File: src/rtl/ais_consts.svh
`ifndef AIS_CONSTS_SVH
`define AIS_CONSTS_SVH

// register indices, byte address is four times the index
`define AIS_IDX_CTRL_B      8'h03
`define AIS_IDX_RES_LOW     8'h04
`define AIS_IDX_RES_HIGH    8'h05
`define AIS_IDX_CTRL_A      8'h06
`define AIS_IDX_SELECT      8'h07

// reset values
`define AIS_RST_SELECT      8'h00
`define AIS_RST_CTRL        8'h00
`define AIS_RST_RESULT      8'h00

// field positions
`define AIS_REF_MSB         7
`define AIS_REF_LSB         6
`define AIS_CH_MSB          5
`define AIS_CH_LSB          0
`define AIS_CA_ENABLE       7
`define AIS_CA_START        6
`define AIS_CA_DONE         4
`define AIS_CB_BIPOLAR      7
`define AIS_CB_LADJ         3

// channel codes
`define AIS_CH_PIN_LAST     6'h07
`define AIS_CH_DIFF_LAST    6'h1f
`define AIS_CH_GND          6'h20
`define AIS_CH_IREF         6'h21
`define AIS_CH_TEMP         6'h22
`define AIS_CH_CAL_LAST     6'h27

// reference codes
`define AIS_REF_SUPPLY      2'h0
`define AIS_REF_EXT_PIN     2'h1
`define AIS_REF_INT_1V1     2'h2

// conversion lengths in converter clock cycles
`define AIS_CONV_NORMAL     5'h0d
`define AIS_CONV_LONG       5'h19

`endif

File: src/rtl/ais_pkg.sv
package ais_pkg;

  typedef enum logic [2:0]
  {
    AIS_IN_PIN     = 3'h0,
    AIS_IN_GND     = 3'h1,
    AIS_IN_IREF    = 3'h2,
    AIS_IN_TEMP    = 3'h3,
    AIS_IN_DIFF    = 3'h4,
    AIS_IN_CAL     = 3'h5,
    AIS_IN_REVDIFF = 3'h6
  } ais_input_kind_t;

  typedef enum logic [1:0]
  {
    AIS_ST_IDLE = 2'b01,
    AIS_ST_CONV = 2'b10
  } ais_state_t;

  typedef struct packed
  {
    logic [5:0]      channel;
    ais_input_kind_t kind;
    logic            gain_20x;
    logic            polarity_swap;
    logic            temp_sensor_en;
  } ais_mux_sel_t;

  typedef struct packed
  {
    logic [1:0] reference_select;
    logic       supply_ref;
    logic       ext_pin_connected;
    logic       internal_ref_en;
  } ais_ref_t;

endpackage

File: src/rtl/ais_converter_control.sv
`timescale 1ns/1ps
`include "ais_consts.svh"

module ais_converter_control
  import ais_pkg::*;
#(
  parameter int unsigned ADDR_W   = 12,
  parameter int unsigned CONV_DIV = 2,
  parameter int unsigned SAMPLE_W = 12
)
(
  input  wire logic                       pclk,
  input  wire logic                       presetn,
  input  wire logic                       psel,
  input  wire logic                       penable,
  input  wire logic                       pwrite,
  input  wire logic [ADDR_W-1:0]          paddr,
  input  wire logic [31:0]                pwdata,
  input  wire logic [3:0]                 pstrb,
  output logic      [31:0]                prdata,
  output logic                            pready,
  output logic                            pslverr,
  input  wire logic signed [SAMPLE_W-1:0] sample_value,
  output ais_pkg::ais_mux_sel_t           mux_sel,
  output ais_pkg::ais_ref_t               ref_ctrl,
  output logic                            converting
);
  import ais_pkg::*;

  localparam int DIV_W = (CONV_DIV > 1) ? $clog2(CONV_DIV) : 1;

  initial
  begin
    if (CONV_DIV < 1 || ADDR_W < 5 || SAMPLE_W < 12)
      $error("ais_converter_control: unsupported parameter values");
  end

  ////////////////////////////////////////////////////////////////////////////
  // helpers

  function automatic logic addr_is(input logic [ADDR_W-1:0] a, input logic [7:0] idx);
    addr_is = (a == ADDR_W'({idx, 2'b00}));
  endfunction

  function automatic ais_mux_sel_t decode_channel(input logic [5:0] ch);
    ais_mux_sel_t d;
    d = '0;
    d.channel = ch;
    if (ch <= `AIS_CH_PIN_LAST)
      d.kind = AIS_IN_PIN;
    else if (ch <= `AIS_CH_DIFF_LAST)
      d.kind = AIS_IN_DIFF;
    else if (ch == `AIS_CH_GND)
      d.kind = AIS_IN_GND;
    else if (ch == `AIS_CH_IREF)
      d.kind = AIS_IN_IREF;
    else if (ch == `AIS_CH_TEMP)
      d.kind = AIS_IN_TEMP;
    else if (ch <= `AIS_CH_CAL_LAST)
      d.kind = AIS_IN_CAL;
    else
      d.kind = AIS_IN_REVDIFF;
    if (d.kind == AIS_IN_DIFF || d.kind == AIS_IN_REVDIFF || d.kind == AIS_IN_CAL)
      d.gain_20x = ch[0];
    d.polarity_swap  = (d.kind == AIS_IN_DIFF || d.kind == AIS_IN_REVDIFF) & ch[5];
    d.temp_sensor_en = (ch == `AIS_CH_TEMP);
    decode_channel = d;
  endfunction

  function automatic ais_ref_t decode_ref(input logic [1:0] r);
    ais_ref_t d;
    d = '0;
    d.reference_select  = r;
    d.supply_ref        = (r == `AIS_REF_SUPPLY);
    d.ext_pin_connected = (r == `AIS_REF_EXT_PIN);
    d.internal_ref_en   = (r == `AIS_REF_INT_1V1);
    decode_ref = d;
  endfunction

  function automatic logic is_diff(input ais_input_kind_t k);
    is_diff = (k == AIS_IN_DIFF) || (k == AIS_IN_REVDIFF) || (k == AIS_IN_CAL);
  endfunction

  // sample arrives at 1024-code scale; bipolar halves it to 512 scale
  function automatic logic [9:0] format_result(input logic signed [SAMPLE_W-1:0] s,
                                               input logic                      bip);
    logic signed [SAMPLE_W-1:0] h;
    h = s >>> 1;
    if (bip)
    begin
      if (h < -SAMPLE_W'(512))
        format_result = 10'h200;
      else if (h > SAMPLE_W'(511))
        format_result = 10'h1ff;
      else
        format_result = h[9:0];
    end
    else if (s < 0)
      format_result = 10'h000;
    else if (s > SAMPLE_W'(1023))
      format_result = 10'h3ff;
    else
      format_result = s[9:0];
  endfunction

  ////////////////////////////////////////////////////////////////////////////
  // state

  logic [7:0]         select_ff;
  logic               enable_ff;
  logic               done_ff;
  logic               bipolar_ff;
  logic               ladj_ff;
  logic [7:0]         res_low_ff;
  logic [7:0]         res_high_ff;
  ais_state_t         state_ff;
  logic [4:0]         cnt_ff;
  logic [4:0]         len_ff;
  logic [DIV_W-1:0]   div_ff;
  logic               long_ff;
  ais_mux_sel_t       mux_sel_ff;
  ais_ref_t           ref_ctrl_ff;
  logic [31:0]        prdata_ff;
  logic               pready_ff;
  logic               pslverr_ff;

  logic               apb_wr;
  logic               wr_select;
  logic               wr_ctrl_a;
  logic               wr_ctrl_b;
  logic               tick;
  logic               conv_done;
  logic               start;
  logic               long_set;
  logic [9:0]         nxt_result;

  assign apb_wr    = psel & penable & pready_ff & pwrite & pstrb[0];
  assign wr_select = apb_wr & addr_is(paddr, `AIS_IDX_SELECT);
  assign wr_ctrl_a = apb_wr & addr_is(paddr, `AIS_IDX_CTRL_A);
  assign wr_ctrl_b = apb_wr & addr_is(paddr, `AIS_IDX_CTRL_B);
  assign tick      = (div_ff == DIV_W'(CONV_DIV - 1));
  assign conv_done = (state_ff == AIS_ST_CONV) & enable_ff & tick & (cnt_ff == len_ff - 5'h01);
  assign start     = (state_ff == AIS_ST_IDLE) & wr_ctrl_a
                     & pwdata[`AIS_CA_START] & pwdata[`AIS_CA_ENABLE];
  assign long_set  = (wr_ctrl_a & pwdata[`AIS_CA_ENABLE] & ~enable_ff)
                   | (wr_select & (pwdata[`AIS_REF_MSB:`AIS_REF_LSB]
                                   != select_ff[`AIS_REF_MSB:`AIS_REF_LSB]));
  assign nxt_result = format_result(sample_value,
                                    bipolar_ff & is_diff(mux_sel_ff.kind));

  ////////////////////////////////////////////////////////////////////////////
  // apb slave, one access cycle, unmapped addresses answer with pslverr

  always_ff @(posedge pclk or negedge presetn)
  begin
    if (!presetn)
    begin
      prdata_ff  <= 32'h0;
      pready_ff  <= 1'b0;
      pslverr_ff <= 1'b0;
    end
    else
    begin
      pready_ff  <= psel & ~penable;
      pslverr_ff <= 1'b0;
      prdata_ff  <= 32'h0;
      if (psel && !penable)
      begin
        if (addr_is(paddr, `AIS_IDX_SELECT))
          prdata_ff <= {24'h0, select_ff};
        else if (addr_is(paddr, `AIS_IDX_CTRL_A))
          prdata_ff <= {24'h0, enable_ff, (state_ff == AIS_ST_CONV), 1'b0, done_ff, 4'h0};
        else if (addr_is(paddr, `AIS_IDX_CTRL_B))
          prdata_ff <= {24'h0, bipolar_ff, 3'h0, ladj_ff, 3'h0};
        else if (addr_is(paddr, `AIS_IDX_RES_LOW))
          prdata_ff <= {24'h0, res_low_ff};
        else if (addr_is(paddr, `AIS_IDX_RES_HIGH))
          prdata_ff <= {24'h0, res_high_ff};
        else
          pslverr_ff <= 1'b1;
      end
    end
  end

  ////////////////////////////////////////////////////////////////////////////
  // software registers

  always_ff @(posedge pclk or negedge presetn)
  begin
    if (!presetn)
    begin
      select_ff  <= `AIS_RST_SELECT;
      enable_ff  <= 1'b0;
      bipolar_ff <= 1'b0;
      ladj_ff    <= 1'b0;
    end
    else
    begin
      if (wr_select)
        select_ff <= pwdata[7:0];
      if (wr_ctrl_a)
        enable_ff <= pwdata[`AIS_CA_ENABLE];
      if (wr_ctrl_b)
      begin
        bipolar_ff <= pwdata[`AIS_CB_BIPOLAR];
        ladj_ff    <= pwdata[`AIS_CB_LADJ];
      end
    end
  end

  // done flag: completion wins over a write-one-to-clear in the same cycle
  always_ff @(posedge pclk or negedge presetn)
  begin
    if (!presetn)
      done_ff <= 1'b0;
    else if (conv_done)
      done_ff <= 1'b1;
    else if (wr_ctrl_a && pwdata[`AIS_CA_DONE])
      done_ff <= 1'b0;
  end

  always_ff @(posedge pclk or negedge presetn)
  begin
    if (!presetn)
    begin
      res_low_ff  <= `AIS_RST_RESULT;
      res_high_ff <= `AIS_RST_RESULT;
    end
    else if (conv_done)
    begin
      if (ladj_ff)
      begin
        res_high_ff <= nxt_result[9:2];
        res_low_ff  <= {nxt_result[1:0], 6'h00};
      end
      else
      begin
        res_high_ff <= {6'h00, nxt_result[9:8]};
        res_low_ff  <= nxt_result[7:0];
      end
    end
  end

  ////////////////////////////////////////////////////////////////////////////
  // conversion sequencer; prescaler restarts with each conversion so length is exact

  // start consumes the request; a set in the start cycle is already in len_ff
  always_ff @(posedge pclk or negedge presetn)
  begin
    if (!presetn)
      long_ff <= 1'b0;
    else if (start)
      long_ff <= 1'b0;
    else if (long_set)
      long_ff <= 1'b1;
  end

  always_ff @(posedge pclk or negedge presetn)
  begin
    if (!presetn)
    begin
      state_ff <= AIS_ST_IDLE;
      cnt_ff   <= 5'h00;
      len_ff   <= `AIS_CONV_NORMAL;
      div_ff   <= '0;
    end
    else
    begin
      div_ff <= tick ? '0 : div_ff + DIV_W'(1);
      case (state_ff)
        AIS_ST_IDLE:
        begin
          if (start)
          begin
            state_ff <= AIS_ST_CONV;
            cnt_ff   <= 5'h00;
            div_ff   <= '0;
            len_ff   <= (long_ff | long_set) ? `AIS_CONV_LONG : `AIS_CONV_NORMAL;
          end
        end
        AIS_ST_CONV:
        begin
          if (!enable_ff || conv_done)
            state_ff <= AIS_ST_IDLE;
          else if (tick)
            cnt_ff <= cnt_ff + 5'h01;
        end
        default:
          state_ff <= AIS_ST_IDLE;
      endcase
    end
  end

  // working copy only follows the register while no conversion runs
  always_ff @(posedge pclk or negedge presetn)
  begin
    if (!presetn)
    begin
      mux_sel_ff  <= decode_channel(6'h00);
      ref_ctrl_ff <= decode_ref(2'h0);
    end
    else if (state_ff == AIS_ST_IDLE)
    begin
      mux_sel_ff  <= decode_channel(select_ff[`AIS_CH_MSB:`AIS_CH_LSB]);
      ref_ctrl_ff <= decode_ref(select_ff[`AIS_REF_MSB:`AIS_REF_LSB]);
    end
  end

  assign prdata     = prdata_ff;
  assign pready     = pready_ff;
  assign pslverr    = pslverr_ff;
  assign mux_sel    = mux_sel_ff;
  assign ref_ctrl   = ref_ctrl_ff;
  assign converting = (state_ff == AIS_ST_CONV);

  ////////////////////////////////////////////////////////////////////////////
  // checks

  logic [9:0]  seen_result;
  logic [11:0] run_ff;

  assign seen_result = ladj_ff ? {res_high_ff, res_low_ff[7:6]}
                               : {res_high_ff[1:0], res_low_ff};

  always_ff @(posedge pclk or negedge presetn)
  begin
    if (!presetn)
      run_ff <= 12'h000;
    else if (start)
      run_ff <= 12'h001;
    else if (state_ff == AIS_ST_CONV)
      run_ff <= run_ff + 12'h001;
  end

  property p_unipolar_clamp;
    @(posedge pclk) disable iff (!presetn)
    (conv_done && !bipolar_ff && sample_value < 0) |=> (seen_result == 10'h000) && done_ff;
  endproperty
  a_unipolar_clamp: assert property (p_unipolar_clamp) else $error("unipolar clamp");

  property p_bipolar_floor;
    @(posedge pclk) disable iff (!presetn)
    (conv_done && bipolar_ff && is_diff(mux_sel_ff.kind) && sample_value < -SAMPLE_W'(1100))
      |=> seen_result == 10'h200;
  endproperty
  a_bipolar_floor: assert property (p_bipolar_floor) else $error("bipolar floor");

  property p_bipolar_sign;
    @(posedge pclk) disable iff (!presetn)
    (conv_done && bipolar_ff && is_diff(mux_sel_ff.kind))
      |=> seen_result[9] == $past(sample_value < 0);
  endproperty
  a_bipolar_sign: assert property (p_bipolar_sign) else $error("bipolar sign");

  property p_bipolar_by_write;
    @(posedge pclk) disable iff (!presetn)
    $rose(bipolar_ff) |-> $past(wr_ctrl_b && pwdata[`AIS_CB_BIPOLAR]);
  endproperty
  a_bipolar_by_write: assert property (p_bipolar_by_write) else $error("bipolar set");

  property p_gain_swap;
    @(posedge pclk) disable iff (!presetn)
    (mux_sel_ff.kind == AIS_IN_DIFF || mux_sel_ff.kind == AIS_IN_REVDIFF)
      |-> mux_sel_ff.gain_20x == mux_sel_ff.channel[0]
          && mux_sel_ff.polarity_swap == mux_sel_ff.channel[5];
  endproperty
  a_gain_swap: assert property (p_gain_swap) else $error("gain or swap");

  property p_temp;
    @(posedge pclk) disable iff (!presetn)
    mux_sel_ff.temp_sensor_en == (mux_sel_ff.channel == `AIS_CH_TEMP);
  endproperty
  a_temp: assert property (p_temp) else $error("temperature select");

  property p_ref_map;
    @(posedge pclk) disable iff (!presetn)
    ref_ctrl_ff.internal_ref_en == (ref_ctrl_ff.reference_select == `AIS_REF_INT_1V1)
      && ref_ctrl_ff.ext_pin_connected == (ref_ctrl_ff.reference_select == `AIS_REF_EXT_PIN);
  endproperty
  a_ref_map: assert property (p_ref_map) else $error("reference map");

  property p_hold_in_conv;
    @(posedge pclk) disable iff (!presetn)
    (converting && $past(converting)) |-> $stable(mux_sel_ff) && $stable(ref_ctrl_ff);
  endproperty
  a_hold_in_conv: assert property (p_hold_in_conv) else $error("mid conversion change");

  property p_length;
    @(posedge pclk) disable iff (!presetn)
    conv_done |-> run_ff == 12'(len_ff) * 12'(CONV_DIV);
  endproperty
  a_length: assert property (p_length) else $error("conversion length");

  property p_ref_change_long;
    @(posedge pclk) disable iff (!presetn)
    (wr_select && !converting && pwdata[7:6] != select_ff[7:6]) |=> long_ff;
  endproperty
  a_ref_change_long: assert property (p_ref_change_long) else $error("long flag");

  property p_working_copy;
    @(posedge pclk) disable iff (!presetn)
    (!converting ##1 !converting) |-> mux_sel_ff.channel == $past(select_ff[5:0]);
  endproperty
  a_working_copy: assert property (p_working_copy) else $error("working copy");

  c_long_conv: cover property (@(posedge pclk) disable iff (!presetn)
                                conv_done && len_ff == `AIS_CONV_LONG);
  c_short_conv: cover property (@(posedge pclk) disable iff (!presetn)
                                 conv_done && len_ff == `AIS_CONV_NORMAL);
  c_bip_neg: cover property (@(posedge pclk) disable iff (!presetn)
                              conv_done && bipolar_ff && sample_value < 0);
  c_write_mid: cover property (@(posedge pclk) disable iff (!presetn)
                                converting && wr_select);

endmodule

File: config.mk
export PLATFORM = sky130hd
export DESIGN_NAME = ais_converter_control
export DESIGN_NICKNAME = d
export VERILOG_FILES = /design/src/rtl/ais_pkg.sv /design/src/rtl/ais_converter_control.sv
export VERILOG_INCLUDE_DIRS = /design/src /design/src/rtl
export SDC_FILE = /design/constraint.sdc
export NUM_CORES = 1
export LEC_CHECK = 0
export ABC_AREA = 1
export BUFFER_PORTS_ARGS = -buffer_cell sky130_fd_sc_hd__buf_4
export CAP_MARGIN = 40
export CORE_ASPECT_RATIO = 1.4
export CORE_MARGIN = 2
export CORE_UTILIZATION = 50
export DETAILED_ROUTE_END_ITERATION = 8
export GPL_TIMING_DRIVEN = 1
export PLACE_DENSITY = 0.8
export SYNTH_ARGS = -nofsm -noshare
export SYNTH_HDL_FRONTEND = slang
export SYNTH_SLANG_ARGS = --single-unit
File: constraint.sdc
create_clock -name pclk -period 1.7 [get_ports pclk]
set_clock_uncertainty 0.05 [all_clocks]
set_input_delay 0.17 -clock pclk [delete_from_list [all_inputs] [get_ports pclk]]
set_output_delay 0.17 -clock pclk [all_outputs]
set_load 0.05 [all_outputs]
== Word-level counts from Yosys, hierarchy flattened ==
Index checks and enable logic that the tools add are counted.

* Register bits after elaboration: 93
* Bits in latches: 0
* RAM bits: 0
* Memory bits (read-only): 0
* Bits of input ports: 65
* Output and inout bits: 52
* Logic and storage cells: 139
* Memories: 0

* $add $sub $neg: 3
* Multipliers: 0
* Div/mod/pow operators: 0
* Magnitude comparators: 7
* Equality and inequality tests: 24
* Shift operators: 0
* Mux-type cells: 42
* Bitwise gates (word level): 23
* Reduce and logical (&&, ||, !) cells: 16

{| class="wikitable"
|+ Operators with widths
! operator !! count
|-
| 8-bit 2-to-1 mux || 8
|-
| 10-bit 2-to-1 mux || 5
|-
| 12-bit by 5-bit == test with 1-bit output, second input constant || 4
|-
| 5-bit 2-to-1 mux || 4
|-
| 1-bit bitwise AND || 19
|-
| 3-bit == test, second input constant || 6
|-
| 6-bit == test, second input constant || 3
|-
| 3-bit 2-to-1 mux || 6
|-
| 1-bit 2-to-1 mux || 14
|-
| 12-bit by 4-bit == test with 1-bit output, second input constant || 1
|-
| 12-bit by 11-bit greater-than comparator with 1-bit output, second input constant || 1
|-
| 12-bit by 1-bit < comparator with 1-bit output, second input constant || 1
|-
| 11-bit by 10-bit greater-than comparator with 1-bit output, second input constant || 1
|-
| 11-bit by 10-bit < comparator with 1-bit output, second input constant || 1
|-
| 5-bit one-hot mux with 2 select lines || 1
|-
| 6-bit by 3-bit less-or-equal comparator with 1-bit output, second input constant || 1
|-
| 6-bit by 5-bit less-or-equal comparator with 1-bit output, second input constant || 1
|-
| 6-bit less-or-equal comparator, second input constant || 1
|-
| 2-bit 2-to-1 mux || 3
|-
| 2-bit nonzero test || 3
|-
| 5-bit by 1-bit adder with 5-bit output, second input constant || 1
|-
| 5-bit == test || 1
|-
| 1-bit logical OR || 5
|-
| 5-bit by 1-bit subtractor with 5-bit output, second input constant || 1
|-
| 14 further kinds || 23
|}

== Logic depth before layout (Yosys ltp) ==
* Word-level depth: 12
* Mapped depth: 11
* Gate-level depth less buffers: 11

== Worst setup path after synthesis ==
OpenSTA, ideal clock, no wires.

* Kind: reg-to-reg
* From: register pready_ff (netlist: pready)
* To: register long_ff
* Library setup time: 0.119 ns
* Data arrival time: 1.588 ns
* Data required time: 1.531 ns
* Path slack: -0.057 ns
* Stages on the path, launching flop included: 7
* Path buffers: 0
* Clock period less this slack: 1.757 ns
* Cells stage by stage: dfrtp_1 -> nand3_1 -> nor2_2 -> inv_1 -> nor2_4 -> nand3_4 -> and2_1

* Word-level cells in the longest chain between the ends: 8
* Elaborated cells between the ends (all ways): 14
* Those cells by class: mux: 1; bitwise: 12; reduce/logical: 1

{| class="wikitable"
|+ RTL lines
! element !! line !! RTL
|-
| from (decl) || ais_converter_control.sv:124 || <nowiki>logic pready_ff;</nowiki>
|-
| from (signal assigned) || ais_converter_control.sv:164 || <nowiki>pready_ff <= psel & ~penable;</nowiki>
|-
| 1-bit bitwise AND * (3 in a row) || ais_converter_control.sv:137 || <nowiki>assign apb_wr = psel & penable & pready_ff & pwrite & pstrb[0];</nowiki>
|-
| 1-bit bitwise AND || ais_converter_control.sv:139 || <nowiki>assign wr_ctrl_a = apb_wr & addr_is(paddr, `AIS_IDX_CTRL_A);</nowiki>
|-
| 1-bit bitwise AND, on equally long branches (2 in a row) || ais_converter_control.sv:143, ais_converter_control.sv:145 ||
|-
| 1-bit bitwise AND / 1-bit bitwise OR (equally long branches) || ais_converter_control.sv:143, ais_converter_control.sv:145 ||
|-
| 1-bit 2-to-1 mux / 2-bit nonzero test (equally long branches) || - ||
|-
| to (signal assigned) || ais_converter_control.sv:251 || <nowiki>long_ff <= 1'b0;</nowiki>
|-
| to (signal assigned) || ais_converter_control.sv:253 || <nowiki>long_ff <= 1'b0;</nowiki>
|-
| to (signal assigned) || ais_converter_control.sv:255 || <nowiki>long_ff <= 1'b1;</nowiki>
|-
| to (decl) || ais_converter_control.sv:120 || <nowiki>logic long_ff;</nowiki>
|}

Every way passes the cells marked *; elsewhere a longest branch is shown, timed or not.
A chain may end at the register's enable or synchronous reset.

== Final worst setup path ==
* From: register state_ff[0]
* To: output converting

* Word-level cells in the longest chain between the ends: 1

{| class="wikitable"
|+ RTL lines
! element !! line !! RTL
|-
| from (decl) || ais_converter_control.sv:116 || <nowiki>ais_state_t state_ff;</nowiki>
|-
| from (signal assigned) || ais_converter_control.sv:262 || <nowiki>state_ff <= AIS_ST_IDLE;</nowiki>
|-
| from (signal assigned) || ais_converter_control.sv:275 || <nowiki>state_ff <= AIS_ST_CONV;</nowiki>
|-
| from (signal assigned) || ais_converter_control.sv:284 || <nowiki>state_ff <= AIS_ST_IDLE;</nowiki>
|-
| 2-bit == test || ais_converter_control.sv:314 || <nowiki>assign converting = (state_ff == AIS_ST_CONV);</nowiki>
|-
| to (decl) || ais_converter_control.sv:26 || <nowiki>output logic converting</nowiki>
|}

Every way passes these cells.

==> impl_metrics.tcl <==
set metrics [dict create \
    power_per_cell_area_nw_per_um2 887 \
    final_cell_area_um2 4370 \
    p_leak_nw 2.25 \
    relSlewSlack_pct 66.5 \
    cp_cell_sequence "inv_1 > nand2_1 > buf_4 > inv_1 > buf_4" \
    start_util_pct 51.0 \
    dpl_cell_area_um2 4090 \
    fp.coreArea_um2 6850 \
    fin_ws_ns 0.0829 \
    grt_pass1_vias 3007 \
    rsz0062_at_grt "yes" \
    drc 0 \
    num_rows 36 \
    ys_top_cells_by_area "dfrtp_1 45%, nand2_1 15%, o21ai_0 5.2%" \
    yosysTopAreaCell "dfrtp_1" \
    synth_cells 437 \
    diodes 0 \
    synth_commonest_cells "137 x nand2_1, 63 x dfrtp_1, 38 x inv_1" \
    worst-r2r-setup-slack_ns 0.08 \
    yosys.area.top_type_share_pct 45.2 \
    critPathRequiredTime_ns 1.48 \
    fmax_ghz 0.618 \
    cts_tree "built" \
    ys_warn_count 0 \
    swShare_pct 27.0 \
    start_kind "register" \
    cts_sinks 66 \
    ys_types 35 \
    n_fill_cell 631 \
    cts_root_buf "clkbuf_8" \
    synthFlopType "dfrtp_1" \
    syn_area_um2 3490 \
    synth_edf_count 0 \
    finalPower_mw 3.88 \
    tightest_slew_ns 0.503 \
    crit_type "register to primary output" \
    fin_setup_tns_ns 0 \
    hold_violations 0 \
    vias 3048 \
    grt.total_usage_pct 22.7 \
    p_sw_mw 1.05 \
    hp-class "input pin to register" \
    dp.cells 604 \
    drv_cap 0 \
    worstReg2RegEnd "res_low_ff[4]" \
    critPathMaxStageDelay_ns 0.51 \
    routabilityCongestion 0.897 \
    drt_wl_total_um 7940 \
    finalMaxSlewViolations 0 \
    clkTransAtPathRegs_ns 0.07 \
    hold_start "pwdata[5]" \
    ioPinCount 117 \
    slowest_stage "dfstp_2" \
    hold_slack_ns 0.0203 \
    grt_max_degree 40 \
    fin_crit_ns 1.62 \
    dieHeight_um 103 \
    timing.rr.start "cnt_ff[1]" \
    first_pass_iters 4 \
    rr_worst_depth 8 \
    crit_arrival_ns 1.40 \
    ant_nets 0 \
    gr-total-overflow 0 \
    seq_power_share_pct 47.9 \
    clkPwrFrac_pct 36.5 \
    final_util_pct 63.8 \
    viasPerCell 4.88 \
    postSynth.asyncResetShare_pct 100 \
    outcome "completed" \
    cts_made_buffers 9 \
    die-area_um2 7670 \
    cts_buffer_depth 2 \
    crit_fanout 7 \
    setup_viol 0 \
    ys_seq_area_share_pct 47.4 \
    post-place-ws_ns 0.0544 \
    h-tree-depth 3 \
    routedWlPerCell_um 12.7 \
    comb_power_share_pct 15.6 \
    peakVddDrop_mv 0.489 \
    p_int_mw 2.83 \
    synth_seq_cells 66 \
    die_x_um 74.6 \
    drt_iter0_drc 153 \
    fin_crit_sh_pct 95.1 \
    dp_hpwl_um 6240 \
    antenna_found_initial 0 \
    worstSkewPairLatency_ns 0.34 \
    final_cells 625 \
    fin_nets 592 \
    synth.most_common_cell "nand2_1" \
    area_growth_syn_to_layout_pct 25.2 \
    cp-end-kind "primary output" \
    portBuffers 65 \
    grt_pass1_wl_um 13200 \
    syn_area_per_cell_um2 7.99 \
    hold_path_end "select_ff[5]" \
    drive_above_1_share_pct 23.8 \
    min_path_cells 3 \
]
-- state kept, by name, indices dropped and copies added, names as in the netlist --
name	flops
mux_sel	12
prdata	8
res_high_ff	8
res_low_ff	8
select_ff	8
cnt_ff	5
ref_ctrl	5
len_ff	2
state_ff	2
bipolar_ff	1
div_ff	1
done_ff	1
enable_ff	1
ladj_ff	1
long_ff	1
pready	1
pslverr	1
-- layout make-up --
type,instances,area (µm²),area share [%]
timing repair buffer,83,641,14.7
clock buffer,10,138,3.15
clock inverter,6,80.1,1.83
inverter,42,158,3.61
multi-input combinational,323,1580,36.1
tap,95,119,2.72
sequential,66,1660,37.9
-- cells in the final DEF (no fill, tap or decap), types with 2 or more instances in the layout --
cell type / netlist / layout
nand3_1: 22 / 22
ha_1: 2 / 2
nand4_1: 6 / 6
bufinv_16: 0 / 2
nand3_4: 2 / 2
nand2_1: 137 / 137
clkinv_2: 0 / 4
xor2_1: 2 / 2
inv_2: 4 / 4
o31ai_1: 3 / 3
dlygate4sd3_1: 0 / 2
o21ai_1: 3 / 3
nor2_4: 2 / 3
dfrtp_1: 63 / 62
xnor2_1: 5 / 4
nand3b_1: 3 / 3
conb_1: 1 / 24
o211ai_1: 9 / 9
nand2_2: 2 / 2
clkbuf_8: 0 / 10
nor2_2: 10 / 9
dfstp_2: 3 / 3
a21oi_1: 2 / 2
inv_1: 38 / 38
o22ai_1: 6 / 6
o21ai_0: 36 / 36
and2_1: 2 / 2
buf_4: 24 / 80
nor2_1: 37 / 37
-- routing by layer --
layer	vias to the layer above	GRT usage (%)	wire length, µm
li1	1529	-	-
met1	1403	24.4	3090
met2	100	42.3	4250
met3	16	4.69	388
met4	0	9.48	205
met5	-	0	0
-- power groups by stage --
stage                     Clock [mW]  Combinational, mW  Sequential (mW)
after floorplan                    0              0.423             1.87
after global placement             0              0.566             1.88
after detailed placement           0              0.586             1.89
after CTS                       1.44              0.592             1.86
after global routing            1.51              0.679             1.88
final                           1.42              0.603             1.86
-- worst max path at each step --
stage / start / to / slack [ns] / depth (start not counted)
global route: cnt_ff[1] / res_low_ff[2] / -0.06 / 8
finish: state_ff[0] / converting / 0.08 / 5
floorplan: pready / long_ff / 0.09 / 6
CTS: state_ff[0] / converting / 0.05 / 5
global placement: paddr[11] / prdata[2] / 0.12 / 10
detailed placement: cnt_ff[1] / res_low_ff[6] / 0.05 / 8
-- critical path: cells and delay by family, from the launching register on --
family | cells | cell delay [ns]
flip-flops | 1 | 0.51
buffers and inverters | 4 | 0.45
AND/OR/NAND/NOR | 1 | 0.10
-- logic make-up (layout without fill, tap and decap cells) --
logic type,after synthesis,in the layout,synth area share [%]
other cells,1,24,0.107
compound gates,63,63,10.7
flops,66,66,47.4
buf+inv,71,141,10.3
xor+xnor,7,7,1.76
simple gates,227,227,29.0
fa+ha+maj,2,2,0.717
-- repair_timing --
action / in CTS / in global routing
setup endpoints to repair: 1 / 10
setup buffers: 0 / 3
hold endpoints to repair: 35 / 0
hold buffers: 2 / 0
gates resized for setup: 2 / 1
pin swaps: 0 / 1
Note: power is estimated with default switching activity, not from simulation.
